**src/rtl/duhbp_pkg.sv**
```systemverilog
// Purpose: shared types and constants for the dual channel host bus port
// Assumes: pins already synchronous to clk
// Notes: none
package duhbp_pkg;

  localparam int ADDR_WIDTH = 3;
  localparam int DATA_WIDTH = 8;
  localparam logic BUS_STROBE = 1'b1;
  localparam logic DIR_READ = 1'b1;
  localparam logic CHAN_A = 1'b0;
  localparam logic CHAN_B = 1'b1;
  localparam logic IRQ_EN_RESET = 1'b0;
  localparam logic [7:0] DATA_RESET = 8'h00;

  typedef enum logic [2:0] {
    DUHBP_IDLE = 3'b001,
    DUHBP_READ = 3'b010,
    DUHBP_WRITE = 3'b100
  } duhbp_state_type;

  // one access request towards a channel
  typedef struct packed {
    logic chan;
    logic [ADDR_WIDTH-1:0] addr;
    logic [DATA_WIDTH-1:0] data;
  } duhbp_access_type;

  // per channel status from the uart core
  typedef struct packed {
    logic irq;
    logic irq_output_enable_bit;
    logic tx_ready;
    logic rx_ready;
  } duhbp_chan_status_type;

endpackage : duhbp_pkg

```
**src/rtl/duhbp_edge.sv**
```systemverilog
// Purpose: rise and fall pulse detector for one strobe level
// Assumes: input already synchronous
// Notes: idle level given by parameter
`timescale 1ns/100ps
module duhbp_edge #(
  parameter logic IDLE = 1'b1
) (
  input wire logic clk,
  input wire logic reset_n,
  input wire logic level,
  output logic fall,
  output logic rise
);

  logic last;

  always_ff @(posedge clk or negedge reset_n) begin
    if (!reset_n) begin
      last <= IDLE;
    end else begin
      last <= level;
    end
  end

  assign fall = last & ~level;
  assign rise = ~last & level;

endmodule : duhbp_edge

```
**src/rtl/duhbp_irq_out.sv**
```systemverilog
// Purpose: one channel interrupt pin and its auxiliary output
// Assumes: enable bit comes from the channel control register
// Notes: open drain mode only pulls low
`timescale 1ns/100ps
module duhbp_irq_out (
  input wire logic open_drain,
  input wire logic irq,
  input wire logic irq_output_enable_bit,
  output logic irq_out,
  output logic irq_oe,
  output logic aux_out_n
);

  // open drain: low when interrupt pending, else released
  assign irq_out = open_drain ? 1'b0 : irq;
  assign irq_oe = open_drain ? irq : irq_output_enable_bit;
  assign aux_out_n = ~irq_output_enable_bit;

endmodule : duhbp_irq_out

```
**src/rtl/duhbp_port.sv**
```systemverilog
// Purpose: host bus port of a dual channel uart, two bus styles
// Assumes: all pins synchronous to clk; core answers reads combinationally
// Notes: bus style pin static; data bus split into in/out/enable
//
// Operation
// [RULE1] style pin high selects strobe bus, low selects read/write-line bus
// [RULE2] strobe style: read strobe fall reads addressed register onto data bus
// [RULE3] host captures read byte at read strobe rising edge
// [RULE4] read/write-line style: host holds read strobe high, device ignores it
// [RULE5] strobe style: write strobe fall begins internal write cycle
// [RULE6] write strobe rise loads data bus byte into addressed register
// [RULE7] read/write-line style: write strobe pin high reads, low writes
// [RULE8] strobe style: channel A select low enables channel A access
// [RULE9] strobe style: channel B select low enables channel B access
// [RULE10] read/write-line style: channel A select is the single device select
// [RULE11] read/write-line style: channel B select pin is channel bit, 1 is B
// [RULE12] strobe style: channel A irq driven when enable bit 1, aux low
// [RULE13] read/write-line style: channel A irq is shared open-drain, active low
// [RULE14] channel B irq driven when enable bit 1, aux low, else tristate
// [RULE15] enable bit resets to 0: irq tristated, aux high
// [RULE16] per channel active-low transmit ready reflects transmit state
// [RULE17] per channel active-low receive ready reflects receive state
// [RULE18] three address lines pick register in addressed channel
// [RULE19] one bidirectional eight bit data bus shared by both parties
// [RULE20] style pin fixed during operation
// [RULE21] ready conditions come from core fifo mode logic
`timescale 1ns/100ps
module duhbp_port #(
  parameter int ADDR_WIDTH = duhbp_pkg::ADDR_WIDTH,
  parameter int DATA_WIDTH = duhbp_pkg::DATA_WIDTH
) (
  input wire logic clk,
  input wire logic reset_n,
  input wire logic bus_style,
  input wire logic read_strobe_n,
  input wire logic write_strobe_n,
  input wire logic chan_a_select_n,
  input wire logic chan_b_select_n,
  input wire logic [ADDR_WIDTH-1:0] addr,
  input wire logic [DATA_WIDTH-1:0] data_in,
  output logic [DATA_WIDTH-1:0] data_out,
  output logic data_oe,
  output logic core_read,
  output logic core_write,
  output duhbp_pkg::duhbp_access_type core_access,
  input wire logic [DATA_WIDTH-1:0] core_read_data_a,
  input wire logic [DATA_WIDTH-1:0] core_read_data_b,
  input duhbp_pkg::duhbp_chan_status_type status_a,
  input duhbp_pkg::duhbp_chan_status_type status_b,
  output logic chan_a_irq,
  output logic chan_a_irq_oe,
  output logic chan_b_irq,
  output logic chan_b_irq_oe,
  output logic chan_a_aux_out_n,
  output logic chan_b_aux_out_n,
  output logic chan_a_tx_ready_n,
  output logic chan_a_rx_ready_n,
  output logic chan_b_tx_ready_n,
  output logic chan_b_rx_ready_n
);

  // ----------------------------------------------------------------
  // decode
  // ----------------------------------------------------------------
  logic strobe_mode;
  logic rd_fall;
  logic rd_rise;
  logic wr_fall;
  logic wr_rise;
  logic cs_fall;
  logic cs_rise;
  logic sel_a;
  logic sel_b;
  logic sel_any;
  logic sel_chan;
  logic rw_read;
  logic start_read;
  logic start_write;
  logic end_read;
  logic end_write;
  duhbp_pkg::duhbp_state_type state;
  duhbp_pkg::duhbp_state_type next_state;
  logic chan;
  logic [ADDR_WIDTH-1:0] addr_hold;
  logic [DATA_WIDTH-1:0] next_data;

  assign strobe_mode = (bus_style == duhbp_pkg::BUS_STROBE); // see [RULE1]
  assign sel_a = ~chan_a_select_n; // see [RULE8]
  assign sel_b = ~chan_b_select_n; // see [RULE9]
  // both selects low in strobe mode: channel A wins, avoids bus contention
  assign sel_any = strobe_mode ? (sel_a | sel_b) : ~chan_a_select_n; // see [RULE10]
  assign sel_chan = strobe_mode ? (sel_a ? duhbp_pkg::CHAN_A : duhbp_pkg::CHAN_B)
                                : chan_b_select_n; // see [RULE11]
  assign rw_read = (write_strobe_n == duhbp_pkg::DIR_READ); // see [RULE7]

  duhbp_edge #(.IDLE(1'b1)) u_rd_edge (
    .clk(clk),
    .reset_n(reset_n),
    .level(read_strobe_n),
    .fall(rd_fall),
    .rise(rd_rise)
  );

  duhbp_edge #(.IDLE(1'b1)) u_wr_edge (
    .clk(clk),
    .reset_n(reset_n),
    .level(write_strobe_n),
    .fall(wr_fall),
    .rise(wr_rise)
  );

  duhbp_edge #(.IDLE(1'b1)) u_cs_edge (
    .clk(clk),
    .reset_n(reset_n),
    .level(chan_a_select_n),
    .fall(cs_fall),
    .rise(cs_rise)
  );

  // read strobe ignored in read/write-line mode
  assign start_read = strobe_mode ? (rd_fall & sel_any)
                                  : (cs_fall & rw_read); // see [RULE2] [RULE4]
  assign start_write = strobe_mode ? (wr_fall & sel_any)
                                   : (cs_fall & ~rw_read); // see [RULE5]
  assign end_read = strobe_mode ? rd_rise : cs_rise; // see [RULE3]
  assign end_write = strobe_mode ? wr_rise : cs_rise; // see [RULE6]

  // ----------------------------------------------------------------
  // access sequencer
  // ----------------------------------------------------------------
  always_comb begin
    next_state = state;
    case (state)
      duhbp_pkg::DUHBP_IDLE: begin
        if (start_read) begin
          next_state = duhbp_pkg::DUHBP_READ;
        end else if (start_write) begin
          next_state = duhbp_pkg::DUHBP_WRITE;
        end
      end
      duhbp_pkg::DUHBP_READ: begin
        if (end_read) begin
          next_state = duhbp_pkg::DUHBP_IDLE;
        end
      end
      duhbp_pkg::DUHBP_WRITE: begin
        if (end_write) begin
          next_state = duhbp_pkg::DUHBP_IDLE;
        end
      end
      default: begin
        next_state = duhbp_pkg::DUHBP_IDLE;
      end
    endcase
  end

  always_ff @(posedge clk or negedge reset_n) begin
    if (!reset_n) begin
      state <= duhbp_pkg::DUHBP_IDLE;
    end else begin
      state <= next_state;
    end
  end

  // channel and address latched at the start of the cycle
  always_ff @(posedge clk or negedge reset_n) begin
    if (!reset_n) begin
      chan <= duhbp_pkg::CHAN_A;
      addr_hold <= '0;
    end else if (state == duhbp_pkg::DUHBP_IDLE && (start_read || start_write)) begin
      chan <= sel_chan;
      addr_hold <= addr; // see [RULE18]
    end
  end

  // ----------------------------------------------------------------
  // data bus
  // ----------------------------------------------------------------
  assign next_data = (chan == duhbp_pkg::CHAN_B) ? core_read_data_b : core_read_data_a;

  // byte reloaded every cycle of the read phase until the rise, then held so host can sample
  always_ff @(posedge clk or negedge reset_n) begin
    if (!reset_n) begin
      data_out <= duhbp_pkg::DATA_RESET;
    end else if (state == duhbp_pkg::DUHBP_READ && !end_read) begin
      data_out <= next_data; // see [RULE2]
    end
  end

  // drive only after the byte is loaded, release on strobe rise
  always_ff @(posedge clk or negedge reset_n) begin
    if (!reset_n) begin
      data_oe <= 1'b0;
    end else begin
      data_oe <= (state == duhbp_pkg::DUHBP_READ) && !end_read; // see [RULE19]
    end
  end

  // read pulse once core sees the address; write on strobe release
  assign core_read = (state == duhbp_pkg::DUHBP_READ) && !data_oe && !end_read;
  assign core_write = (state == duhbp_pkg::DUHBP_WRITE) && end_write; // see [RULE6]
  assign core_access.chan = chan;
  assign core_access.addr = addr_hold;
  assign core_access.data = data_in;

  // ----------------------------------------------------------------
  // interrupt and ready pins
  // ----------------------------------------------------------------
  duhbp_irq_out u_irq_a (
    .open_drain(~strobe_mode), // see [RULE13]
    .irq(status_a.irq),
    .irq_output_enable_bit(status_a.irq_output_enable_bit), // see [RULE12] [RULE15]
    .irq_out(chan_a_irq),
    .irq_oe(chan_a_irq_oe),
    .aux_out_n(chan_a_aux_out_n)
  );

  duhbp_irq_out u_irq_b (
    .open_drain(1'b0),
    .irq(status_b.irq),
    .irq_output_enable_bit(status_b.irq_output_enable_bit), // see [RULE14] [RULE15]
    .irq_out(chan_b_irq),
    .irq_oe(chan_b_irq_oe),
    .aux_out_n(chan_b_aux_out_n)
  );

  // ready levels already follow fifo mode inside the core
  assign chan_a_tx_ready_n = ~status_a.tx_ready; // see [RULE16] [RULE21]
  assign chan_a_rx_ready_n = ~status_a.rx_ready; // see [RULE17]
  assign chan_b_tx_ready_n = ~status_b.tx_ready; // see [RULE16]
  assign chan_b_rx_ready_n = ~status_b.rx_ready; // see [RULE17]
endmodule : duhbp_port

```
**config.mk**
```make
export PLATFORM = sky130hd
export DESIGN_NAME = duhbp_port
export DESIGN_NICKNAME = d
export VERILOG_FILES = /design/src/rtl/duhbp_pkg.sv /design/src/rtl/duhbp_edge.sv /design/src/rtl/duhbp_irq_out.sv /design/src/rtl/duhbp_port.sv
export SDC_FILE = /design/constraint.sdc
export NUM_CORES = 1
export LEC_CHECK = 0
export ABC_AREA = 1
export ABC_CLOCK_PERIOD_IN_PS = 1330
export BUFFER_PORTS_ARGS = -buffer_cell sky130_fd_sc_hd__buf_2
export CAP_MARGIN = 10
export CORE_ASPECT_RATIO = 0.6
export CORE_MARGIN = 1.5
export CORE_UTILIZATION = 41
export DETAILED_ROUTE_END_ITERATION = 10
export PLACE_DENSITY = 0.79
export REMOVE_ABC_BUFFERS = 1
export SYNTH_ARGS = -nofsm -noshare
export SYNTH_HDL_FRONTEND = slang
export SYNTH_SLANG_ARGS = --single-unit
```
**constraint.sdc**
```tcl
create_clock -name clk -period 1.33 [get_ports clk]
set_input_delay 0.133 -clock clk [delete_from_list [all_inputs] [get_ports clk]]
set_output_delay 0.133 -clock clk [all_outputs]
set_load 0.01 [all_outputs]
```
==> flow_metrics.env, run 1 <==
export IMPL_outcome="finished, violations left"
export IMPL_violations="negative setup slack"
export IMPL_cts_made_buffers=3
export IMPL_track_usage_pct=16.7
export IMPL_post_route_min_period_ns=1.34
export IMPL_grt_pass1_wl_microns=4020
export IMPL_startpoint_type="flip-flop"
export IMPL_yosys_cell_types_count=23
export IMPL_place_area_sq_um=1360
export IMPL_final_area_sq_um=1500
export IMPL_met2_length_microns=1080
export IMPL_avgViaCountPerCell=4.61
export IMPL_routed_wl_microns=2430
export IMPL_n_antenna_cell=0
export IMPL_fin_cells=221
export IMPL_clock_sinks=19
export IMPL_layout_setup_ws_ns=-0.0150
export IMPL_rrSetupSlack_ns=0.01
export IMPL_seq_area_sq_um=482
export IMPL_reg2reg_depth=5
export IMPL_rows=14
export IMPL_cts_tree="built"
export IMPL_fin_hold_ws_ns=0.0212
export IMPL_ctsHtreeMaxLevel=1
export IMPL_path_class="flip-flop to primary output"
export IMPL_netlist_area_leader_share_pct=33.6
export IMPL_multiInputGateArea_sq_um=483
export IMPL_cts_buffer_depth=2
export IMPL_dieArea_sq_um=3060
export IMPL_insertion_delay_ns=0.25
export IMPL_wl_met3_microns=212
export IMPL_netlist_instances=134
export IMPL_dr_pass1_iters=4
export IMPL_antenna_left=0
export IMPL_area_growth_pct=34.2
export IMPL_finalHoldViolCount=0
export IMPL_tightest_slew_ns=0.392
export IMPL_place_hpwl_microns=1850
export IMPL_ys_warnings_count=0
export IMPL_drtIter0Drc=27
export IMPL_hold_class="primary input to flip-flop"
export IMPL_relSlewSlack_pct=73.9
export IMPL_die_x_microns=70.4
export IMPL_final_core_util_pct=59.0
export IMPL_place_ws_ns=0.0556
export IMPL_drv_cap=0
export IMPL_max_freq_mhz=744
export IMPL_grt_pass1_vias=917
export IMPL_cp_arrival_ns=1.21
export IMPL_fp_dieH_microns=43.4
export IMPL_peakVddDrop_uv=1160
export IMPL_core_area_sq_um=2540
export IMPL_fin_crit_sh_pct=101
export IMPL_crit_fanout=2
export IMPL_seq_area_frac_synth_pct=43.0
export IMPL_wl_met1_microns=1130
export IMPL_crit_path_start="u_rd_edge.last$_DFF_PN1_"
export IMPL_root_buffer="clkbuf_8"
export IMPL_cp_end_kind="primary output"
export IMPL_numPortBuffers=56
export IMPL_io_pins=75
export IMPL_drc=0
export IMPL_timing_rr_end="data_out[6]$_DFFE_PN0P_"
export IMPL_rsz0062_at_grt="true"
export IMPL_synth_avg_cell_area_sq_um=8.34
export IMPL_place_gp_congestion=0.850
export IMPL_synth_area_sq_um=1120
export IMPL_antenna_found_initial=0
export IMPL_synth_area_top_cells="dfrtp_1 34%, dfstp_2 9.4%, nand2_1 9.4%"
export IMPL_drive_gt1_share_pct=52.4
export IMPL_drv_slew=0
export IMPL_grt_ovfl_total=0
export IMPL_crit_required_ns=1.20
export IMPL_yosys_register_bits=19
export IMPL_fillers=222
export IMPL_cp_endpoint="core_read"
export IMPL_p_per_area_nw_per_um2=1630
export IMPL_yosysTopAreaCell="dfrtp_1"
export IMPL_routed_top_layer="met3"
export IMPL_grt_start_max_net_pins=20
export IMPL_regToRegStartpoint="u_rd_edge.last$_DFF_PN1_"
export IMPL_via_count=1019
export IMPL_fin_skew_ns=0.00231
export IMPL_routedWlPerCell_microns=11.0
export IMPL_cellLeakagePower_nw=0.854
export IMPL_clk_pin_slew_worst_paths_ns=0.07
export IMPL_start_util_pct=44.0
export IMPL_total_power_mw=2.45
export IMPL_setup_tns_ns=-0.0150
export IMPL_placed_cells=210
export IMPL_layout_nets=232
export IMPL_setup_viol=1
## repair_timing
| item | CTS | global route |
|---|---|---|
| hold endpoints to repair | 15 | 1 |
| endpoints found under the setup margin | 2 | 15 |
| cloned | 0 | 0 |
| buffers inserted | 3 | 2 |
| gates resized for setup | 2 | 11 |
| hold buffers | 1 | 1 |
| pin swaps | 1 | 7 |
## state kept, by name, summed over array words and instances (netlist names)
register,cells
u_rd_edge.last,1
addr_hold,3
data_out,8
data_oe,1
state,3
chan,1
u_cs_edge.last,1
u_wr_edge.last,1
## worst max-delay path, cell delays in order (launching register included)
cell	delay, ns
dfstp_2	0.53
nand3b_1	0.14
nand3_4	0.08
nor2_1	0.08
buf_2	0.13
## how the worst min path moves through the flow
stage	slack, ns	depth (start not counted)	from	end
global placement	0.09	1	reset_n	addr_hold[2]$_DFFE_PN0P_
detailed placement	0.09	1	reset_n	addr_hold[2]$_DFFE_PN0P_
floorplan	-0.16	0	reset_n	addr_hold[0]$_DFFE_PN0P_
finish	0.02	1	write_strobe_n	u_wr_edge.last$_DFF_PN1_
global route	0.007	1	write_strobe_n	u_wr_edge.last$_DFF_PN1_
CTS	0.001	1	read_strobe_n	u_rd_edge.last$_DFF_PN1_
## kinds of logic (layout without fill, tap and decap cells)
logic type	count (synthesis)	count (layout)	synth area share (%)
flip-flops	19	19	43.0
AO/OA/AOI/OAI	12	12	11.0
AND/OR/NAND/NOR	70	70	29.2
buffers and inverters	33	88	16.8
## cells in the final DEF, fill, tap and decap left out
cell	n
a21boi_2	1
buf_12	1
buf_2	56
buf_4	6
buf_6	1
clkbuf_1	1
clkbuf_8	3
dfrtp_1	14
dfrtp_2	1
dfstp_2	4
dlygate4sd3_1	2
inv_1	13
inv_2	4
inv_6	1
nand2_1	25
nand2_2	5
nand2_4	1
nand3_1	9
nand3_4	2
nand3b_1	1
nand4_1	2
nor2_1	20
nor2_2	3
nor3_2	1
nor3_4	1
o21ai_0	2
o21ai_1	1
o31ai_2	8
## power breakdown
part / leakage, nW / internal, mW / switching (mW)
Clock: 0.0228 / 0.212 / 0.166
Combinational: 0.596 / 0.500 / 0.632
Sequential: 0.235 / 0.806 / 0.131
## layout make-up
cell class                      instances  share of cell area (%)
Clock buffer                            4                    3.01
Inverter                               18                    4.84
Multi-Input combinational cell         82                    32.2
Sequential cell                        19                    32.1
Tap cell                               32                    2.67
Timing Repair Buffer                   66                    25.1
## per-layer routing
metal / vias up / GRT usage, %
li1: 527 / -
met1: 445 / 22.3
met2: 47 / 26.0
met3: 0 / 7.67
met4: 0 / 2.31
met5: - / 0
## synth_stat cells
library cell and n:
inv_2 3, buf_2 2, nand3b_1 1, nand3_2 1, nor2_2 1, dfstp_2 4
o21ai_0 2, nor3_1 1, nand2_1 28, nor2_1 22, nand3_1 9, buf_4 11
nand3_4 1, nand2_2 3, nand4_1 2, o21ai_1 1, inv_1 14, a21boi_0 1
o31ai_2 8, dfrtp_1 15, nor3_4 1, inv_6 1, buf_6 2
Power figures use the tool's default switching activity.
==> run 2, diff against run 1 <==
Settings changed: ABC_AREA 1 to default, CORE_UTILIZATION 41 to 39, PLACE_DENSITY 0.79 to 0.78.
==> flow_metrics.env, run 2 <==
export IMPL_yosysTopAreaCell="dfrtp_1"
export IMPL_layout_nets=199
export IMPL_finalHoldViolCount=0
export IMPL_fin_crit_sh_pct=128
export IMPL_drv_slew=0
export IMPL_layout_commonest_cell="buf_2"
export IMPL_cts_buffer_depth=2
export IMPL_yosys_register_bits=19
export IMPL_io_pins=75
export IMPL_total_power_mw=2.35
export IMPL_synth_flop_cell="dfrtp_1"
export IMPL_place_hpwl_microns=1890
export IMPL_worstHoldStart="read_strobe_n"
export IMPL_p_int_mw=1.55
export IMPL_crit_fanout=3
export IMPL_synth_most_common_cell="dfrtp_1"
export IMPL_netlist_area_leader_share_pct=37.2
export IMPL_synth_avg_cell_area_sq_um=10.4
export IMPL_peakVddDrop_uv=851
export IMPL_grt_pass1_wl_microns=3940
export IMPL_swShare_pct=34.2
export IMPL_antenna_found_initial=0
export IMPL_drv_cap=0
export IMPL_rsz0062_at_grt="true"
export IMPL_grt_pass1_vias=884
export IMPL_postSynth_asyncResetShare_pct=100
export IMPL_rows=14
export IMPL_area_growth_pct=42.4
export IMPL_cts_made_buffers=3
export IMPL_cp_arrival_ns=1.56
export IMPL_wl_met3_microns=214
export IMPL_crit_path_start="state[0]$_DFFE_PN1P_"
export IMPL_synth_top_cells_by_count="15 x dfrtp_1, 12 x buf_4, 10 x inv_1, 10 x nand2_1, 8 x mux2i_1"
export IMPL_p_per_area_nw_per_um2=1640
export IMPL_cp_end_kind="primary output"
export IMPL_synth_area_sq_um=1010
export IMPL_grt_ovfl_total=0
export IMPL_violations="negative setup slack"
export IMPL_ctsHtreeMaxLevel=1
export IMPL_relSlewSlack_pct=71.2
export IMPL_path_class="flip-flop to primary output"
export IMPL_place_area_sq_um=1290
export IMPL_clock_power_share_pct=16.9
export IMPL_fp_dieH_microns=42.4
export IMPL_met2_length_microns=1300
export IMPL_regToRegStartpoint="state[0]$_DFFE_PN1P_"
export IMPL_hold_class="primary input to flip-flop"
export IMPL_crit_required_ns=1.20
export IMPL_final_core_util_pct=58.2
export IMPL_n_antenna_cell=0
export IMPL_setup_tns_ns=-4.70
export IMPL_drive_gt1_share_pct=58.3
export IMPL_avgViaCountPerCell=4.81
export IMPL_start_util_pct=40.8
export IMPL_drtIter0Drc=20
export IMPL_synth_area_top_cells="dfrtp_1 37%, dfstp_2 10%, buf_4 8.9%"
export IMPL_netlist_instances=97
export IMPL_synth_edf_count=0
export IMPL_drc=0
export IMPL_root_buffer="clkbuf_8"
export IMPL_max_freq_mhz=590
export IMPL_seq_area_frac_synth_pct=47.6
export IMPL_die_x_microns=68.7
export IMPL_fin_skew_ns=0.00399
export IMPL_largest_register_ffs=8
export IMPL_p_seq_share_pct=42.5
export IMPL_core_area_sq_um=2470
export IMPL_startpoint_type="flip-flop"
export IMPL_place_ws_ns=-0.194
export IMPL_cts_tree="built"
export IMPL_clk_pin_slew_worst_paths_ns=0.07
export IMPL_clock_sinks=19
export IMPL_routed_wl_microns=2500
export IMPL_wl_met1_microns=983
export IMPL_routedWlPerCell_microns=13.3
export IMPL_final_cell_mix="56 x buf_2, 14 x dfrtp_1, 11 x buf_4"
export IMPL_dieArea_sq_um=2910
export IMPL_post_route_min_period_ns=1.70
export IMPL_switching_power_mw=0.804
export IMPL_yosys_cell_types_count=27
export IMPL_via_count=904
export IMPL_tightest_slew_ns=0.431
export IMPL_final_area_sq_um=1440
export IMPL_track_usage_pct=18.8
export IMPL_ys_warnings_count=0
export IMPL_insertion_delay_ns=0.25
export IMPL_setup_viol=18
export IMPL_place_gp_congestion=0.705
export IMPL_grt_start_max_net_pins=20
export IMPL_rrSetupSlack_ns=-0.36
export IMPL_outcome="finished, violations left"
export IMPL_layout_setup_ws_ns=-0.366
export IMPL_routed_top_layer="met4"
export IMPL_combPwrFrac_pct=40.7
export IMPL_dr_pass1_iters=4
export IMPL_reg_top3="data_out: 8 flops, addr_hold: 3 flops, state: 3 flops"
export IMPL_top_register="data_out"
export IMPL_numPortBuffers=56
export IMPL_antenna_left=0
export IMPL_cellLeakagePower_nw=0.809
run 2: cell types whose count changed after synthesis, moves of 4 or more:
cell / before / now
nand2_1: 28 / 10
mux2i_1: 0 / 8
nand3_1: 9 / 2
o21ai_1: 1 / 5
nor2_1: 22 / 3
inv_1: 14 / 10
mux2_2: 0 / 6
o31ai_2: 8 / 0
run 2: layout make-up:
type                            count  area [sq um]
Tap cell                           32          40.0
Clock buffer                        3          41.3
Sequential cell                    19           482
Multi-Input combinational cell     53           410
Timing Repair Buffer               70           420
Clock inverter                      1          5.00
Inverter                           10          37.5
Fill cell                         220          1030
run 2: logic make-up after synthesis:
kind of cell,after synthesis,share of synthesized area [%]
AOI/OAI and AO/OA,13,8.69
buffers and inverters,25,14.6
DFF,19,47.6
muxes,14,14.6
and+or+nand+nor,26,14.4
run 2: critical path, cell delays in order, from the launching register on:
cell     delay, ns
dfstp_2       0.38
or3b_1        0.38
a311o_1       0.31
nor2_1        0.10
buf_2         0.13
run 2: what timing repair did:
action | in CTS | in global routing
buffers inserted | 2 | 1
resized for setup | 4 | 4
gates cloned | 1 | 0
endpoints found under the setup margin | 18 | 19
endpoints found under the hold margin | 15 | 0
hold buffers | 1 | 0
pin swaps | 0 | 1
run 2: path summary, 6_finish.rpt:
path | cells past startpoint | to
setup / recovery | 4 | core_read
hold / removal | 1 | u_rd_edge.last$_DFF_PN1_
setup reg to reg | 5 | state[0]$_DFFE_PN1P_
hold reg to reg | 2 | data_out[3]$_DFFE_PN0P_
max in group asynchronous | 2 | u_wr_edge.last$_DFF_PN1_
min in group asynchronous | 2 | addr_hold[0]$_DFFE_PN0P_
run 2: stage by stage:
stage	std cells	hold WS, ns
final	188	0.0184
after global routing	188	0.00507
after CTS	187	0.00449
after detailed placement	179	0.0917
after global placement	179	0.0841
after floorplan	82	-0.163
run 2: metal layers:
layer / vias up / GRT usage [%]
li1: 434 / -
met3: 2 / 8.87
met1: 422 / 21.3
met2: 46 / 31.0
met5: - / 0
met4: 0 / 6.00
run 2: power groups by stage:
stage                     registers (mW)  clock network [mW]  logic [mW]
final                              0.998               0.397       0.957
after global routing                1.04               0.434        1.04
after CTS                          0.992               0.408       0.930
after detailed placement            1.00                   0       0.870
after global placement             0.985                   0       0.835
after floorplan                     1.06                   0       0.383
